**config.mk**
```make
export PLATFORM = sky130hd
export DESIGN_NAME = dlsc_top
export DESIGN_NICKNAME = d
export VERILOG_FILES = /design/src/hdl/dlsc_pkg.sv /design/src/hdl/dlsc_shift_cell.sv /design/src/hdl/dlsc_top.sv
export SDC_FILE = /design/constraint.sdc
export NUM_CORES = 1
export LEC_CHECK = 0
export BUFFER_PORTS_ARGS = -buffer_cell sky130_fd_sc_hd__buf_4
export CORE_AREA = 4 4 174 176
export DETAILED_ROUTE_END_ITERATION = 6
export DIE_AREA = 0 0 178 180
export MAX_ROUTING_LAYER = met4
export PLACE_DENSITY_LB_ADDON = 0.12
export SKIP_LAST_GASP = 1
export SYNTH_ARGS = -nofsm -noshare
export SYNTH_HDL_FRONTEND = slang
export SYNTH_HIERARCHICAL = 1
export SYNTH_SLANG_ARGS = --single-unit
```
**constraint.sdc**
```tcl
create_clock -name ref_clk -period 6.7 [get_ports ref_clk]
set_clock_uncertainty 0.2 [all_clocks]
set_input_delay 0.67 -clock ref_clk [delete_from_list [all_inputs] [get_ports ref_clk]]
set_output_delay 0.67 -clock ref_clk [all_outputs]
set_load 0.01 [all_outputs]
```
**src/hdl/dlsc_pkg.sv**
```systemverilog
// Purpose: Shared constants and latch function for the dual latch shift cell block
// Assumes: ref_clk at 100 MHz
// Notes:   Timing counts derive from times in ns
package dlsc_pkg;

	// ----------------------------------------
	// Timing
	// ----------------------------------------
	localparam int CLK_PERIOD_NS  = 10;
	localparam int CLOCK_PULSE_NS = 175;
	localparam int SET_PULSE_NS   = 60;
	// Pulse period rounds down, pulse width rounds down
	localparam int CP_CYCLES      = CLOCK_PULSE_NS / CLK_PERIOD_NS;
	localparam int SET_CYCLES     = SET_PULSE_NS / CLK_PERIOD_NS;
	localparam int SET_START      = CP_CYCLES - 2 * SET_CYCLES;
	localparam int HOLD_START     = SET_START + SET_CYCLES;
	localparam int CNT_W          = 5;
	localparam logic [CNT_W-1:0] CNT_LAST  = 5'(CP_CYCLES - 1);
	localparam logic [CNT_W-1:0] CNT_SET0  = 5'(SET_START);
	localparam logic [CNT_W-1:0] CNT_HOLD0 = 5'(HOLD_START);

	// ----------------------------------------
	// Widths and fields
	// ----------------------------------------
	localparam int WORD_W      = 36;
	localparam int BKP_ADDR_LO = 21;
	localparam int BKP_ADDR_HI = 35;
	localparam int BKP_ADDR_W  = BKP_ADDR_HI - BKP_ADDR_LO + 1;
	localparam int TRIG_TERMS  = 2;
	localparam int TRIG_RESETS = 2;

	// ----------------------------------------
	// Reset values
	// ----------------------------------------
	localparam logic              LATCH_RST = 1'b0;
	localparam logic [WORD_W-1:0] WORD_RST  = 36'h0;
	localparam logic [CNT_W-1:0]  CNT_RST   = 5'h0;

	// Set term wins, feedback held unless a reset breaks it
	function automatic logic dlsc_latch_next(input logic on, input logic set, input logic rst);
		dlsc_latch_next = set | (on & ~rst);
	endfunction : dlsc_latch_next

endpackage : dlsc_pkg

```
**src/hdl/dlsc_shift_cell.sv**
```systemverilog
// Purpose: One bit shift cell, two latch stages in series
// Assumes: set_pulse and hold_pulse never overlap
// Notes:   Output moves only on clear or after the hold pulse trails off
`timescale 1ns/10ps
module dlsc_shift_cell
	import dlsc_pkg::*;
(
	input  wire logic ref_clk,
	input  wire logic nrst,
	input  wire logic clear,
	input  wire logic set_pulse,
	input  wire logic hold_pulse,
	input  wire logic data,
	output logic      q
);

	logic stage1;
	logic hold_d;

	// ----------------------------------------
	// First stage
	// ----------------------------------------
	always_ff @(posedge ref_clk or negedge nrst) begin
		if (!nrst) begin
			stage1 <= LATCH_RST;
		end else if (clear) begin
			stage1 <= LATCH_RST;
		end else if (set_pulse) begin
			stage1 <= data;
		end
	end

	always_ff @(posedge ref_clk or negedge nrst) begin
		if (!nrst) begin
			hold_d <= 1'b0;
		end else begin
			hold_d <= hold_pulse;
		end
	end

	// ----------------------------------------
	// Second stage
	// ----------------------------------------
	always_ff @(posedge ref_clk or negedge nrst) begin
		if (!nrst) begin
			q <= LATCH_RST;
		end else if (clear) begin
			q <= LATCH_RST;
		end else if (hold_d && !hold_pulse) begin
			q <= stage1;
		end
	end
endmodule : dlsc_shift_cell

```
**src/hdl/dlsc_top.sv**
```systemverilog
// Purpose: Set/reset latches, address-gated backup register and shift cell registers
// Assumes: All inputs come from logic on ref_clk
// Notes:   Set and hold pulses are generated here once per clock pulse
`timescale 1ns/10ps
module dlsc_top
	import dlsc_pkg::*;
(
	input  wire logic                    ref_clk,
	input  wire logic                    nrst,
	input  wire logic [TRIG_TERMS-1:0]   trig_data,
	input  wire logic [TRIG_TERMS-1:0]   trig_gate,
	input  wire logic [TRIG_RESETS-1:0]  trig_reset,
	output logic                         trig_on,
	output logic                         trig_off,
	input  wire logic                    neg_set_a_n,
	input  wire logic                    neg_set_b_n,
	input  wire logic                    neg_reset_n,
	output logic                         neg_on,
	input  wire logic [WORD_W-1:0]       backup_data,
	input  wire logic                    backup_gate,
	input  wire logic [BKP_ADDR_W-1:0]   backup_addr_data,
	input  wire logic                    backup_addr_gate,
	input  wire logic                    backup_reset,
	output logic [WORD_W-1:0]            backup_q,
	input  wire logic [WORD_W-1:0]       sr_data,
	input  wire logic                    sr_load,
	input  wire logic [WORD_W-1:0]       ac_data,
	input  wire logic                    ac_load,
	input  wire logic [WORD_W-1:0]       quot_data,
	input  wire logic                    quot_load,
	input  wire logic                    reg_clear,
	output logic [WORD_W-1:0]            sr_q,
	output logic [WORD_W-1:0]            ac_q,
	output logic [WORD_W-1:0]            quot_q,
	output logic                         set_pulse,
	output logic                         hold_pulse
);

	logic [CNT_W-1:0] phase;
	logic [CNT_W-1:0] next_phase;
	logic             next_set;
	logic             next_hold;
	logic             ld_sr;
	logic             ld_ac;
	logic             ld_quot;
	logic             trig_set;
	logic             trig_rst;
	logic             neg_set;
	logic             neg_rst;
	logic [WORD_W-1:0] backup_set;

	// ----------------------------------------
	// Clock pulse phase counter
	// ----------------------------------------
	always_comb begin
		if (phase == CNT_LAST) begin
			next_phase = CNT_RST;
		end else begin
			next_phase = phase + 5'h1;
		end
	end

	always_ff @(posedge ref_clk or negedge nrst) begin
		if (!nrst) begin
			phase <= CNT_RST;
		end else begin
			phase <= next_phase;
		end
	end

	// ----------------------------------------
	// Set and hold pulses
	// ----------------------------------------
	always_comb begin
		next_set  = (next_phase >= CNT_SET0) && (next_phase < CNT_HOLD0);
		next_hold = !next_set && (set_pulse || hold_pulse) && (next_phase != CNT_RST);
	end

	always_ff @(posedge ref_clk or negedge nrst) begin
		if (!nrst) begin
			set_pulse <= 1'b0;
		end else begin
			set_pulse <= next_set;
		end
	end

	always_ff @(posedge ref_clk or negedge nrst) begin
		if (!nrst) begin
			hold_pulse <= 1'b0;
		end else begin
			hold_pulse <= next_hold;
		end
	end

	// ----------------------------------------
	// Register load requests, caught per clock pulse
	// ----------------------------------------
	always_ff @(posedge ref_clk or negedge nrst) begin
		if (!nrst) begin
			ld_sr <= 1'b0;
			ld_ac <= 1'b0;
			ld_quot <= 1'b0;
		end else if (next_phase == CNT_RST) begin
			ld_sr <= sr_load;
			ld_ac <= ac_load;
			ld_quot <= quot_load;
		end
	end

	// ----------------------------------------
	// Shift cell registers
	// ----------------------------------------
	for (genvar i = 0; i < WORD_W; i++) begin : g_cell
		dlsc_shift_cell u_sr (
			.ref_clk    (ref_clk),
			.nrst       (nrst),
			.clear      (reg_clear),
			.set_pulse  (set_pulse & ld_sr),
			.hold_pulse (hold_pulse & ld_sr),
			.data       (sr_data[i]),
			.q          (sr_q[i])
		);
		dlsc_shift_cell u_ac (
			.ref_clk    (ref_clk),
			.nrst       (nrst),
			.clear      (reg_clear),
			.set_pulse  (set_pulse & ld_ac),
			.hold_pulse (hold_pulse & ld_ac),
			.data       (ac_data[i]),
			.q          (ac_q[i])
		);
		dlsc_shift_cell u_quot (
			.ref_clk    (ref_clk),
			.nrst       (nrst),
			.clear      (reg_clear),
			.set_pulse  (set_pulse & ld_quot),
			.hold_pulse (hold_pulse & ld_quot),
			.data       (quot_data[i]),
			.q          (quot_q[i])
		);
	end

	// ----------------------------------------
	// AND-OR-invert latch
	// ----------------------------------------
	always_comb begin
		trig_set = |(trig_data & trig_gate);
		trig_rst = |trig_reset;
	end

	always_ff @(posedge ref_clk or negedge nrst) begin
		if (!nrst) begin
			trig_on  <= LATCH_RST;
			trig_off <= !LATCH_RST;
		end else begin
			trig_on  <= dlsc_latch_next(trig_on, trig_set, trig_rst);
			trig_off <= !dlsc_latch_next(trig_on, trig_set, trig_rst);
		end
	end

	// ----------------------------------------
	// Negative-level latch
	// ----------------------------------------
	always_comb begin
		neg_set = !neg_set_a_n || !neg_set_b_n;
		neg_rst = !neg_reset_n;
	end

	always_ff @(posedge ref_clk or negedge nrst) begin
		if (!nrst) begin
			neg_on <= LATCH_RST;
		end else begin
			neg_on <= dlsc_latch_next(neg_on, neg_set, neg_rst);
		end
	end

	// ----------------------------------------
	// Instruction backup register
	// ----------------------------------------
	always_comb begin
		backup_set = backup_data & {WORD_W{backup_gate}};
		backup_set[BKP_ADDR_HI:BKP_ADDR_LO] = backup_set[BKP_ADDR_HI:BKP_ADDR_LO]
			| (backup_addr_data & {BKP_ADDR_W{backup_addr_gate}});
	end

	always_ff @(posedge ref_clk or negedge nrst) begin
		if (!nrst) begin
			backup_q <= WORD_RST;
		end else begin
			for (int b = 0; b < WORD_W; b++) begin
				backup_q[b] <= dlsc_latch_next(backup_q[b], backup_set[b], backup_reset);
			end
		end
	end
endmodule : dlsc_top

```
== After elaboration in Yosys (flattened, before gate mapping) ==
Cells that the tools add are included.

* Register bits: 268
* Logic and storage cells: 779
* Input bits: 177

* Reductions and logical operators: 25
* Bitwise logic cells: 88
* Equal/unequal tests: 1
* $add $sub $neg: 1
* Mux-type cells: 433
* Order comparisons: 2

{| class="wikitable"
|+ Operator list
! cell !! count
|-
| 2-to-1 mux 1 bit || 432
|-
| bitwise AND 1 bit || 44
|-
| OR 1 bit || 38
|-
| bitwise AND 36 bit || 1
|-
| bitwise AND 15 bit || 1
|-
| OR 15 bit || 1
|-
| nonzero test 2 bit || 6
|-
| zero test 1 bit || 7
|-
| logical AND 1 bit || 6
|-
| adder 5 x 1 -> 5 bit (second input constant) || 1
|-
| == test 5 bit (second input constant) || 1
|-
| greater-or-equal comparator 5 x 3 -> 1 bit (second input constant) || 1
|-
| zero test 5 bit || 1
|-
| less-than comparator 5 x 4 -> 1 bit (second input constant) || 1
|-
| 2-to-1 mux 5 bit || 1
|-
| nonzero test 5 bit || 1
|-
| OR reduction 2 bit || 2
|-
| bitwise AND 2 bit || 1
|-
| logical OR 1 bit || 2
|-
| NOT 1 bit || 2
|}

== Longest topological paths before layout ==
Gate-level depths: netlist of the first run.

* Word-level depth: 7
* Mapped depth: 7
* Mapped depth without buffers: 7

== By module ==
The synthesis of the first run kept the hierarchy.

{| class="wikitable"
|+ Modules (own cells, without submodules)
! module !! times used !! seq. area each (µm²) !! area an instance (µm²) !! cells an instance
|-
| dlsc_shift_cell || 108 || 75.1 || 117.6 || 9
|-
| dlsc_top || 1 || 1227.4 || 2068.2 || 205
|}

== Worst setup path before layout of the first run ==
OpenSTA, ideal clock, no wires.

* Path kind: register to register
* Start: register hold_pulse
* End: register g_cell[0].u_quot.q
* Stages on the path, launching flop included: 4
* Period minus slack after synthesis: 2590 ps
* Data arrival time: 2264 ps
* Required time: 6374 ps
* Library setup time: 126 ps
* Slack: 4110 ps
* Cells stage by stage: dfrtp_1 > and2_1 > nand4bb_1 > o21ai_1

* Word-level cells in the longest chain between the ends: 4

{| class="wikitable"
|+ RTL lines
! item !! RTL line !! RTL
|-
| start: declaration || dlsc_top.sv:36 || <nowiki>output logic hold_pulse</nowiki>
|-
| start signal: assignment || dlsc_top.sv:91 || <nowiki>hold_pulse <= next_hold;</nowiki>
|-
| bitwise AND 1 bit || dlsc_top.sv:137 || <nowiki>.hold_pulse (hold_pulse & ld_quot),</nowiki>
|-
| zero test 1 bit || dlsc_shift_cell.sv:49 || <nowiki>end else if (hold_d && !hold_pulse) begin</nowiki>
|-
| logical AND 1 bit || -- ||
|-
| nonzero test 2 bit (no line) || -- ||
|-
| end signal: assignment || dlsc_shift_cell.sv:50 || <nowiki>q <= stage1;</nowiki>
|-
| end: declaration || dlsc_shift_cell.sv:14 || <nowiki>output logic q</nowiki>
|}

No other way between the ends.
A chain may end at the register's enable or synchronous reset.

== Final worst setup path of the first run ==
* Start: register hold_pulse
* End: register g_cell[17].u_sr.q

* Word-level cells in the longest chain between the ends: 4

{| class="wikitable"
|+ RTL lines
! item !! RTL line !! RTL
|-
| bitwise AND 1 bit || dlsc_top.sv:119 || <nowiki>.hold_pulse (hold_pulse & ld_sr),</nowiki>
|-
| zero test 1 bit || dlsc_shift_cell.sv:49 ||
|-
| logical AND 1 bit || dlsc_shift_cell.sv:49 ||
|-
| nonzero test 2 bit (no line) || -- ||
|-
| end signal: assignment || dlsc_shift_cell.sv:50 ||
|-
| end: declaration || dlsc_shift_cell.sv:14 ||
|}

No other way between the ends.

==> impl_metrics.env, run 1 <==
export IMPL_ys_types=34
export IMPL_place_area_mm2=0.01778
export IMPL_cts_buffer_depth=3
export IMPL_period_minus_slack_ps=2285
export IMPL_fin_cells=1957
export IMPL_reg2regPathDepth=4
export IMPL_final_common_cell="dfrtp_1"
export IMPL_clockRootBuffer="clkbuf_16"
export IMPL_fill_cells=2169
export IMPL_yosys_area_top_type_share_pct=63.02
export IMPL_path_clk_slew_ps=60
export IMPL_cts_hold_repair_buffers=0
export IMPL_viasPerCell=5.158
export IMPL_slew_headroom_pct=30.41
export IMPL_dp_cells=1887
export IMPL_grt_overflow=0
export IMPL_ys_seq_area_share_pct=63.20
export IMPL_finalSetupViolations=0
export IMPL_arrival_ps=2470
export IMPL_drc=0
export IMPL_grt_setup_unrepaired="no"
export IMPL_crit_path_end_kind="register"
export IMPL_ys_ff_latch=373
export IMPL_status="finished with violations"
export IMPL_synth_area_mm2=0.01477
export IMPL_final_layout_size_suffix_gt1_share_pct=25.84
export IMPL_numPortBuffers=325
export IMPL_dieWidth_um=178
export IMPL_grt_pass1_wl_mm=52.40
export IMPL_power_density_mw_per_mm2=252.1
export IMPL_ys_flop_type="dfrtp_1"
export IMPL_power_total_mw=4.805
export IMPL_layout_common_cells="dfrtp_1, buf_4, o21ai_1"
export IMPL_first_pass_iters=4
export IMPL_path_max_fanout=67
export IMPL_grt_total_usage_pct=20.54
export IMPL_hold_path_class="input pin to asynchronous set/reset pin"
export IMPL_yosysWarnings=6
export IMPL_cts_htree_levels=2
export IMPL_start_util_pct=51.60
export IMPL_final_nets=1724
export IMPL_regToRegSetupSlack_ps=4420
export IMPL_setup_tns_ps=0
export IMPL_drt_total_wl_mm=32.29
export IMPL_place_gp_congestion=0.7795
export IMPL_syn_avg_cell_area_um2=12.55
export IMPL_core_area_mm2=0.02863
export IMPL_r2r_end="g_cell[17].u_sr/q$_DFFE_PN0P_"
export IMPL_hold_viol_final=4
export IMPL_synth_area_leaders="dfrtp_1, nand4bb_1, mux2i_1"
export IMPL_area_growth_pct=29.04
export IMPL_crit_type="register to register"
export IMPL_clkLatencyLatePin_ps=510
export IMPL_cts_tree="yes"
export IMPL_final_area_mm2=0.01906
export IMPL_ios=326
export IMPL_fmax_mhz=437.7
export IMPL_violations="negative hold slack"
export IMPL_rows=62
export IMPL_finalCritPeriodShare_pct=34.10
export IMPL_yosys_area_top_type="dfrtp_1"
export IMPL_num_vias=10100
export IMPL_syn_inst=1177
export IMPL_ant_nets=0
export IMPL_seqCellArea_mm2=0.009335
export IMPL_max_cap_violations=0
export IMPL_p_leak_nw=8.691
export IMPL_synth_edf_count=0
export IMPL_cts_sinks=373
export IMPL_cts_inserted_buffers=40
export IMPL_cts_resized=0
export IMPL_dp_hpwl_mm=20.44
export IMPL_die_area_mm2=0.03204
export IMPL_grt_max_degree=146
export IMPL_maxSlewViolCount=0
export IMPL_grt_pass1_vias=10080
export IMPL_worstMarginPinSlew_ps=1044
export IMPL_synth_nets=1356
export IMPL_wl_per_cell_um=16.50
export IMPL_critPathRequiredTime_ps=6880
export IMPL_antenna_found_initial=2
export IMPL_dr_first_iter_drc_count=525
export IMPL_post_cts_buffers=0
export IMPL_multi_input_area_mm2=0.005260
export IMPL_ir_drop_mv=0.1762
export IMPL_startpoint_type="register"
export IMPL_hold_slack_ps=-10.66
export IMPL_fp_dieH_um=180
export IMPL_async_flop_share_pct=100.0
export IMPL_reg2reg_from="hold_pulse$_DFF_PN0_"
worst max-delay path by stage:
stage,startpoint,end,slack [ps],cells past startpoint
final,hold_pulse$_DFF_PN0_,g_cell[17].u_sr/q$_DFFE_PN0P_,4420,4
after global routing,hold_pulse$_DFF_PN0_,g_cell[5].u_sr/q$_DFFE_PN0P_,4230,4
after CTS,hold_pulse$_DFF_PN0_,g_cell[17].u_sr/q$_DFFE_PN0P_,4420,4
after detailed placement,reg_clear,g_cell[17].u_sr/q$_DFFE_PN0P_,4010,4
after global placement,reg_clear,g_cell[29].u_sr/q$_DFFE_PN0P_,4070,4
after floorplan,hold_pulse$_DFF_PN0_,g_cell[0].u_quot/q$_DFFE_PN0P_,4110,3
Yosys cell counts, drive strengths merged, types with 2 or more instances:
| library cell | n |
|---|---|
| dfrtp | 372 |
| o21ai | 146 |
| nand2b | 109 |
| nor2 | 109 |
| mux2i | 108 |
| nand4bb | 108 |
| nor2b | 108 |
| inv | 41 |
| nand2 | 22 |
| a22oi | 15 |
| clkbuf | 8 |
| and2 | 6 |
| a21oi | 3 |
| mux2 | 3 |
| ha | 2 |
| nand3 | 2 |
| nor3 | 2 |
| or2b | 2 |
metal layers:
layer	vias to the layer above	wire (um)	GRT usage (%)
met5	-	0	-
met4	0	621	4.455
met3	47	2466	5.693
met2	245	15090	30.99
met1	4947	14120	28.23
li1	4856	-	-
final cells by class:
cell class                      count  area share [%]
Multi-Input combinational cell    755           27.60
Tap cell                          384           2.521
Clock inverter                      9          0.4989
Timing Repair Buffer              334           13.36
Antenna cell                        2         0.02626
Clock buffer                       59           6.210
Inverter                           41          0.8075
Sequential cell                   373           48.98
metrics by stage:
step | hold WS, ps | util, % | setup slack, ps
after global routing | 53.61 | 66.58 | 4227
final | -10.66 | 66.58 | 4415
after detailed placement | 285.9 | 62.10 | 4012
after floorplan | 174.4 | - | 4110
after global placement | 275.6 | 62.10 | 4074
after CTS | 38.62 | 66.57 | 4416
cells by family (layout without fill, tap and decap cells):
| group | Yosys count | count (layout) | synth area share [%] |
|---|---|---|---|
| compound gates | 166 | 166 | 5.964 |
| xor+xnor | 1 | 1 | 0.05931 |
| mux | 111 | 111 | 7.573 |
| simple gates | 475 | 475 | 21.79 |
| fa+ha+maj | 2 | 2 | 0.1694 |
| flops | 373 | 373 | 63.20 |
| buf+inv | 49 | 443 | 1.245 |
| other cells | 0 | 2 | 0 |
power by group:
group	internal, mW	leakage, nW	switching, mW
registers	2.32	4.83	0.0321
logic	0.165	3.22	0.167
clock network	1.29	0.636	0.830
total	3.78	8.69	1.03
worst max-delay path, cell delays in order (launching register included):
cell and delay (ps):
dfrtp_1 410, and2_2 610, buf_4 610, nand4bb_1 210
o21ai_1 70
(Power assumes the default switching activity.)
==> inputs of run 2 (changes only) <==
--- a/config.mk
+++ b/config.mk
@@ -6,9 +6,9 @@
 export NUM_CORES = 1
 export LEC_CHECK = 0
 export BUFFER_PORTS_ARGS = -buffer_cell sky130_fd_sc_hd__buf_4
-export CORE_AREA = 4 4 174 176
+export CORE_AREA = 4 4 177 179
 export DETAILED_ROUTE_END_ITERATION = 6
-export DIE_AREA = 0 0 178 180
+export DIE_AREA = 0 0 181 183
 export MAX_ROUTING_LAYER = met4
 export PLACE_DENSITY_LB_ADDON = 0.12
 export SKIP_LAST_GASP = 1
==> constraint.sdc (replaced) <==
create_clock -name ref_clk -period 1.9 [get_ports ref_clk]
set_clock_uncertainty 0.2 [all_clocks]
set_input_delay 0.19 -clock ref_clk [delete_from_list [all_inputs] [get_ports ref_clk]]
set_output_delay 0.19 -clock ref_clk [all_outputs]
set_load 0.01 [all_outputs]
==> run 2 against run 1 <==
Effect of this change:
- the flow finishes with violations (negative setup slack)
- sequential power rose to 3.5 times the previous value
- worst setup slack lost 4600 ps
- non-clock buffer count increased by 217
- register-to-register slack worse by 4600 ps
- sequential share of layout area fell by 5.3 points
- critical path depth increased by 3
- first-iteration DRC count grew 41%
- total power grew to 3.6 times the previous value
- via count increased by 11%
- critical path type unchanged
- core utilization up 5.7 points
==> impl_metrics.env, run 2 (synthesis results as in run 1) <==
export IMPL_fill_cells=1943
export IMPL_dp_hpwl_mm=21.49
export IMPL_power_total_mw=17.29
export IMPL_area_growth_pct=44.68
export IMPL_worstMarginPinSlew_ps=424.9
export IMPL_num_vias=11220
export IMPL_numPortBuffers=325
export IMPL_status="finished with violations"
export IMPL_fin_cells=2179
export IMPL_cts_buffer_depth=3
export IMPL_slew_headroom_pct=71.37
export IMPL_startpoint_type="register"
export IMPL_place_area_mm2=0.01814
export IMPL_critPathRequiredTime_ps=2100
export IMPL_grt_pass1_vias=11960
export IMPL_final_common_cell="dfrtp_1"
export IMPL_grt_overflow=0
export IMPL_grt_max_degree=109
export IMPL_dr_first_iter_drc_count=742
export IMPL_period_minus_slack_ps=2041
export IMPL_finalWorstSetupSlack_ps=-140.6
export IMPL_cts_htree_levels=2
export IMPL_fmax_mhz=490.1
export IMPL_maxSlewViolCount=0
export IMPL_hold_viol_final=0
export IMPL_rows=63
export IMPL_die_area_mm2=0.03312
export IMPL_path_max_fanout=3
export IMPL_hold_slack_ps=145.0
export IMPL_finalCritPeriodShare_pct=107.4
export IMPL_fp_dieH_um=183
export IMPL_dp_cells=1913
export IMPL_final_area_mm2=0.02137
export IMPL_drc=0
export IMPL_ir_drop_mv=0.7130
export IMPL_first_pass_iters=5
export IMPL_crit_type="register to register"
export IMPL_final_nets=1941
export IMPL_ios=326
export IMPL_antenna_found_initial=1
export IMPL_ant_nets=0
export IMPL_wl_per_cell_um=17.57
export IMPL_power_density_mw_per_mm2=809.2
export IMPL_path_clk_slew_ps=60
export IMPL_core_area_mm2=0.02956
export IMPL_clockRootBuffer="clkbuf_16"
export IMPL_start_util_pct=49.97
export IMPL_dieWidth_um=181
export IMPL_clkLatencyLatePin_ps=520
export IMPL_cts_inserted_buffers=40
export IMPL_grt_setup_unrepaired="yes"
export IMPL_viasPerCell=5.149
export IMPL_arrival_ps=2240
export IMPL_grt_total_usage_pct=23.62
export IMPL_hold_path_class="input pin to asynchronous set/reset pin"
export IMPL_finalSetupViolations=3
export IMPL_max_cap_violations=0
export IMPL_drt_total_wl_mm=38.29
export IMPL_p_leak_nw=9.648
export IMPL_cts_tree="yes"
export IMPL_final_layout_size_suffix_gt1_share_pct=24.38
export IMPL_grt_pass1_wl_mm=62.34
export IMPL_cts_sinks=373
export IMPL_layout_common_cells="dfrtp_1, buf_4, dlygate4sd3_1"
export IMPL_violations="negative setup slack"
export IMPL_crit_path_end_kind="register"
export IMPL_place_gp_congestion=0.7470
## run 2: report_power, final
group	switching [mW]	internal, mW
clock	3.04	4.31
combinational	0.727	0.912
sequential	0.129	8.17
total	3.89	13.4
## run 2: stage by stage
stage                     setup slack [ps]  TNS, ps  util, %
after floorplan                     -5.100   -10.20        -
after global placement              -73.36   -193.9    61.35
after detailed placement            -138.6   -392.9    61.35
after CTS                           -126.6   -336.8    72.88
after global routing                -237.4   -734.0    72.29
final                               -140.6   -383.1    72.29
## run 2: critical path, stage by stage (launching register included)
cell      delay, ps
dfrtp_1         390
inv_1            70
ha_2            190
and4bb_1        230
o21ai_2          80
nor4_4          280
buf_4           180
mux2_4          300
## run 2: timing repair
action,4_1_cts,5_1_grt
pin swaps,1,0
resized for setup,4,1
hold buffers,211,0
buffers inserted,4,2
endpoints found under the setup margin,3,24
hold endpoints to repair,531,0
## run 2: final timing paths
path                       depth (start not counted)                                   end  slack (ps)                          startpoint
setup / recovery                                   7                     ld_sr$_DFFE_PN0N_        -140                  phase[0]$_DFF_PN0_
hold / removal                                     3    g_cell[14].u_ac/stage1$_DFFE_PN0P_         150                                nrst
setup reg to reg                                   7                     ld_sr$_DFFE_PN0N_        -140                  phase[0]$_DFF_PN0_
hold reg to reg                                    2    g_cell[27].u_sr/stage1$_DFFE_PN0P_         320  g_cell[27].u_sr/stage1$_DFFE_PN0P_
max in group asynchronous                          3  g_cell[12].u_quot/stage1$_DFFE_PN0P_         990                                nrst
min in group ref_clk                               3                      neg_on$_DFF_PN0_         230                         neg_set_a_n
## run 2: final cells by class
| type | count | area [um^2] | share of cell area, % |
|---|---|---|---|
| tap | 390 | 488.0 | 2.284 |
| antenna | 1 | 2.502 | 0.01171 |
| sequential | 373 | 9335 | 43.69 |
| inverter | 41 | 153.9 | 0.7202 |
| timing repair buffer | 551 | 4861 | 22.75 |
| clock inverter | 7 | 46.29 | 0.2166 |
| multi-input combinational | 755 | 5290 | 24.76 |
| clock buffer | 61 | 1192 | 5.580 |
## run 2: layer usage
layer	wire length, um	GRT usage, %
met5	0	-
met4	1265	8.226
met3	1646	3.590
met2	19070	38.94
met1	16310	30.31
==> inputs of run 3 (changes only) <==
--- a/config.mk
+++ b/config.mk
@@ -5,12 +5,14 @@
 export SDC_FILE = /design/constraint.sdc
 export NUM_CORES = 1
 export LEC_CHECK = 0
+export ABC_AREA = 0
 export BUFFER_PORTS_ARGS = -buffer_cell sky130_fd_sc_hd__buf_4
 export CORE_AREA = 4 4 177 179
 export DETAILED_ROUTE_END_ITERATION = 6
 export DIE_AREA = 0 0 181 183
 export MAX_ROUTING_LAYER = met4
 export PLACE_DENSITY_LB_ADDON = 0.12
+export SETUP_SLACK_MARGIN = 0.05
 export SKIP_LAST_GASP = 1
 export SYNTH_ARGS = -nofsm -noshare
 export SYNTH_HDL_FRONTEND = slang
==> run 3 against run 2 <==
Effect of this change:
- the run still ends with negative setup slack left
- core utilization rose by 0.94 points
- final area rose by 1.3%
- fmax rose by 0.51%
- sequential share of layout area fell by 0.56 points
- sequential cell count did not move
- critical path depth fell by 1
- total power rose by 4.7%
- combinational power rose by 2%
- critical path type unchanged
- highest routed layer unchanged
==> impl_metrics.env, run 3 (synthesis results as in run 1) <==
export IMPL_arrival_ps=2240
export IMPL_die_area_mm2=0.03312
export IMPL_crit_type="register to register"
export IMPL_dp_cells=1928
export IMPL_numPortBuffers=325
export IMPL_fin_util_pct=73.23
export IMPL_ios=326
export IMPL_maxSlewViolCount=0
export IMPL_drt_total_wl_mm=39.47
export IMPL_first_pass_iters=5
export IMPL_grt_pass1_wl_mm=63.83
export IMPL_startpoint_type="register"
export IMPL_final_nets=1951
export IMPL_finalWorstSetupSlack_ps=-130.2
export IMPL_grt_total_usage_pct=24.28
export IMPL_viasPerCell=5.142
export IMPL_final_layout_size_suffix_gt1_share_pct=24.90
export IMPL_clockRootBuffer="clkbuf_16"
export IMPL_p_leak_nw=9.763
export IMPL_power_total_mw=18.11
export IMPL_dp_hpwl_mm=23.90
export IMPL_start_util_pct=49.97
export IMPL_seqPwrFrac_pct=45.8
export IMPL_power_density_mw_per_mm2=836.8
export IMPL_path_clk_slew_ps=60
export IMPL_cts_buffer_depth=3
export IMPL_clkLatencyLatePin_ps=520
export IMPL_status="finished with violations"
export IMPL_max_cap_violations=0
export IMPL_dieWidth_um=181
export IMPL_cts_htree_levels=2
export IMPL_layout_common_cells="dfrtp_1, buf_4, dlygate4sd3_1"
export IMPL_antenna_found_initial=2
export IMPL_core_area_mm2=0.02956
export IMPL_hold_path_class="input pin to register"
export IMPL_final_area_mm2=0.02165
export IMPL_final_common_cell="dfrtp_1"
export IMPL_p_comb_share_pct=9.3
export IMPL_critPathRequiredTime_ps=2110
export IMPL_rows=63
export IMPL_num_vias=11290
export IMPL_critical_path_max_stage_delay_ps=400
export IMPL_area_growth_pct=46.55
export IMPL_fmax_mhz=492.6
export IMPL_ir_drop_mv=0.5491
export IMPL_grt_pass1_vias=11920
export IMPL_cts_sinks=373
export IMPL_period_minus_slack_ps=2030
export IMPL_cts_inserted_buffers=40
export IMPL_fin_cells=2195
export IMPL_ant_nets=0
export IMPL_drc=0
export IMPL_violations="negative setup slack"
export IMPL_path_max_fanout=4
export IMPL_grt_max_degree=89
export IMPL_slew_headroom_pct=66.20
export IMPL_cp_slowest_cell="dfrtp_1"
export IMPL_finalCritPeriodShare_pct=106.9
export IMPL_switching_share_pct=21.91
export IMPL_fp_dieH_um=183
export IMPL_clkPwrFrac_pct=44.9
export IMPL_crit_path_end_kind="register"
export IMPL_place_area_mm2=0.01832
export IMPL_grt_setup_unrepaired="yes"
export IMPL_grt_overflow=0
export IMPL_setup_tns_ps=-391.1
export IMPL_worstMarginPinSlew_ps=503.5
export IMPL_cts_tree="yes"
export IMPL_wl_per_cell_um=17.98
export IMPL_internal_power_mw=14.14
export IMPL_finalSetupViolations=4
export IMPL_p_sw_mw=3.969
export IMPL_place_gp_congestion=0.7609
export IMPL_dr_first_iter_drc_count=698
export IMPL_hold_viol_final=0
export IMPL_worstPathCellList="ha_1 > and4_2 > nor3_2 > nor4_4 > buf_4 > mux2_4"
## run 3: changes by cell type in the layout (fill, tap and decap cells not counted), moves of 2 or more
cell       change
and2_2         -2
inv_6          +2
buf_12         +4
and2_4         +2
buf_4          +5
clkinv_2       -2
bufinv_16      +6
## run 3: through the flow
step | worst slack (ps) | hold slack [ps]
floorplan | -5.100 | -305.6
global placement | -42.59 | -97.16
detailed placement | -122.6 | -100.9
CTS | -129.3 | 175.1
global route | -193.0 | 185.0
finish | -130.2 | 192.7
## run 3: final cells by class
type                    count  area [um^2]
fillers                  1907         7914
inverters                  41        153.9
multi-input cells         755         5290
flip-flops and latches    373         9335
clock inverters            13        225.2
diodes                      2        5.005
repair buffers            561         4991
clock buffers              60         1157
well taps                 390        488.0
## run 3: layer usage
layer / up-vias / wire [um] / global-route usage [%]
met5: - / 0 / -
met4: 0 / 978 / 6.635
met3: 78 / 2480 / 5.553
met2: 344 / 19610 / 40.40
met1: 5560 / 16400 / 30.37
li1: 5304 / - / -
## run 3: worst paths after layout
check                                                       to  cells after the start                                start  slack [ps]
max                                          ld_ac$_DFFE_PN0N_                      6                   phase[0]$_DFF_PN0_        -130
min                                           neg_on$_DFF_PN0_                      3                          neg_set_a_n         190
max reg2reg                                  ld_ac$_DFFE_PN0N_                      6                   phase[0]$_DFF_PN0_        -130
min reg2reg                g_cell[8].u_quot/stage1$_DFFE_PN0P_                      2  g_cell[8].u_quot/stage1$_DFFE_PN0P_         320
max in group asynchronous      g_cell[3].u_ac/hold_d$_DFF_PN0_                      5                                 nrst         250
min in group asynchronous    g_cell[6].u_sr/stage1$_DFFE_PN0P_                      3                                 nrst         480
## run 3: what timing repair did
item	in CTS	in global routing
resized for setup	5	1
setup endpoints to repair	4	11
endpoints found under the hold margin	512	0
pin swaps	3	1
buffers inserted	1	0
hold buffers	197	0
## run 3: critical path, delay by kind of cell, from the launching register on
family,cells,cell delay (ps)
AND/OR/NAND/NOR,3,610
multiplexers,1,290
flip-flops,1,400
buffers and inverters,1,170
adder cells (fa/ha/maj),1,250
## run 3: power by group through the flow
| stage | Clock [mW] | Combinational (mW) | Sequential (mW) |
|---|---|---|---|
| detailed placement | 0 | 1.32 | 8.43 |
| global placement | 0 | 1.29 | 8.42 |
| finish | 8.13 | 1.68 | 8.30 |
| CTS | 8.28 | 1.66 | 8.29 |
| floorplan | 0 | 0.368 | 8.45 |
| global route | 8.65 | 1.82 | 8.32 |
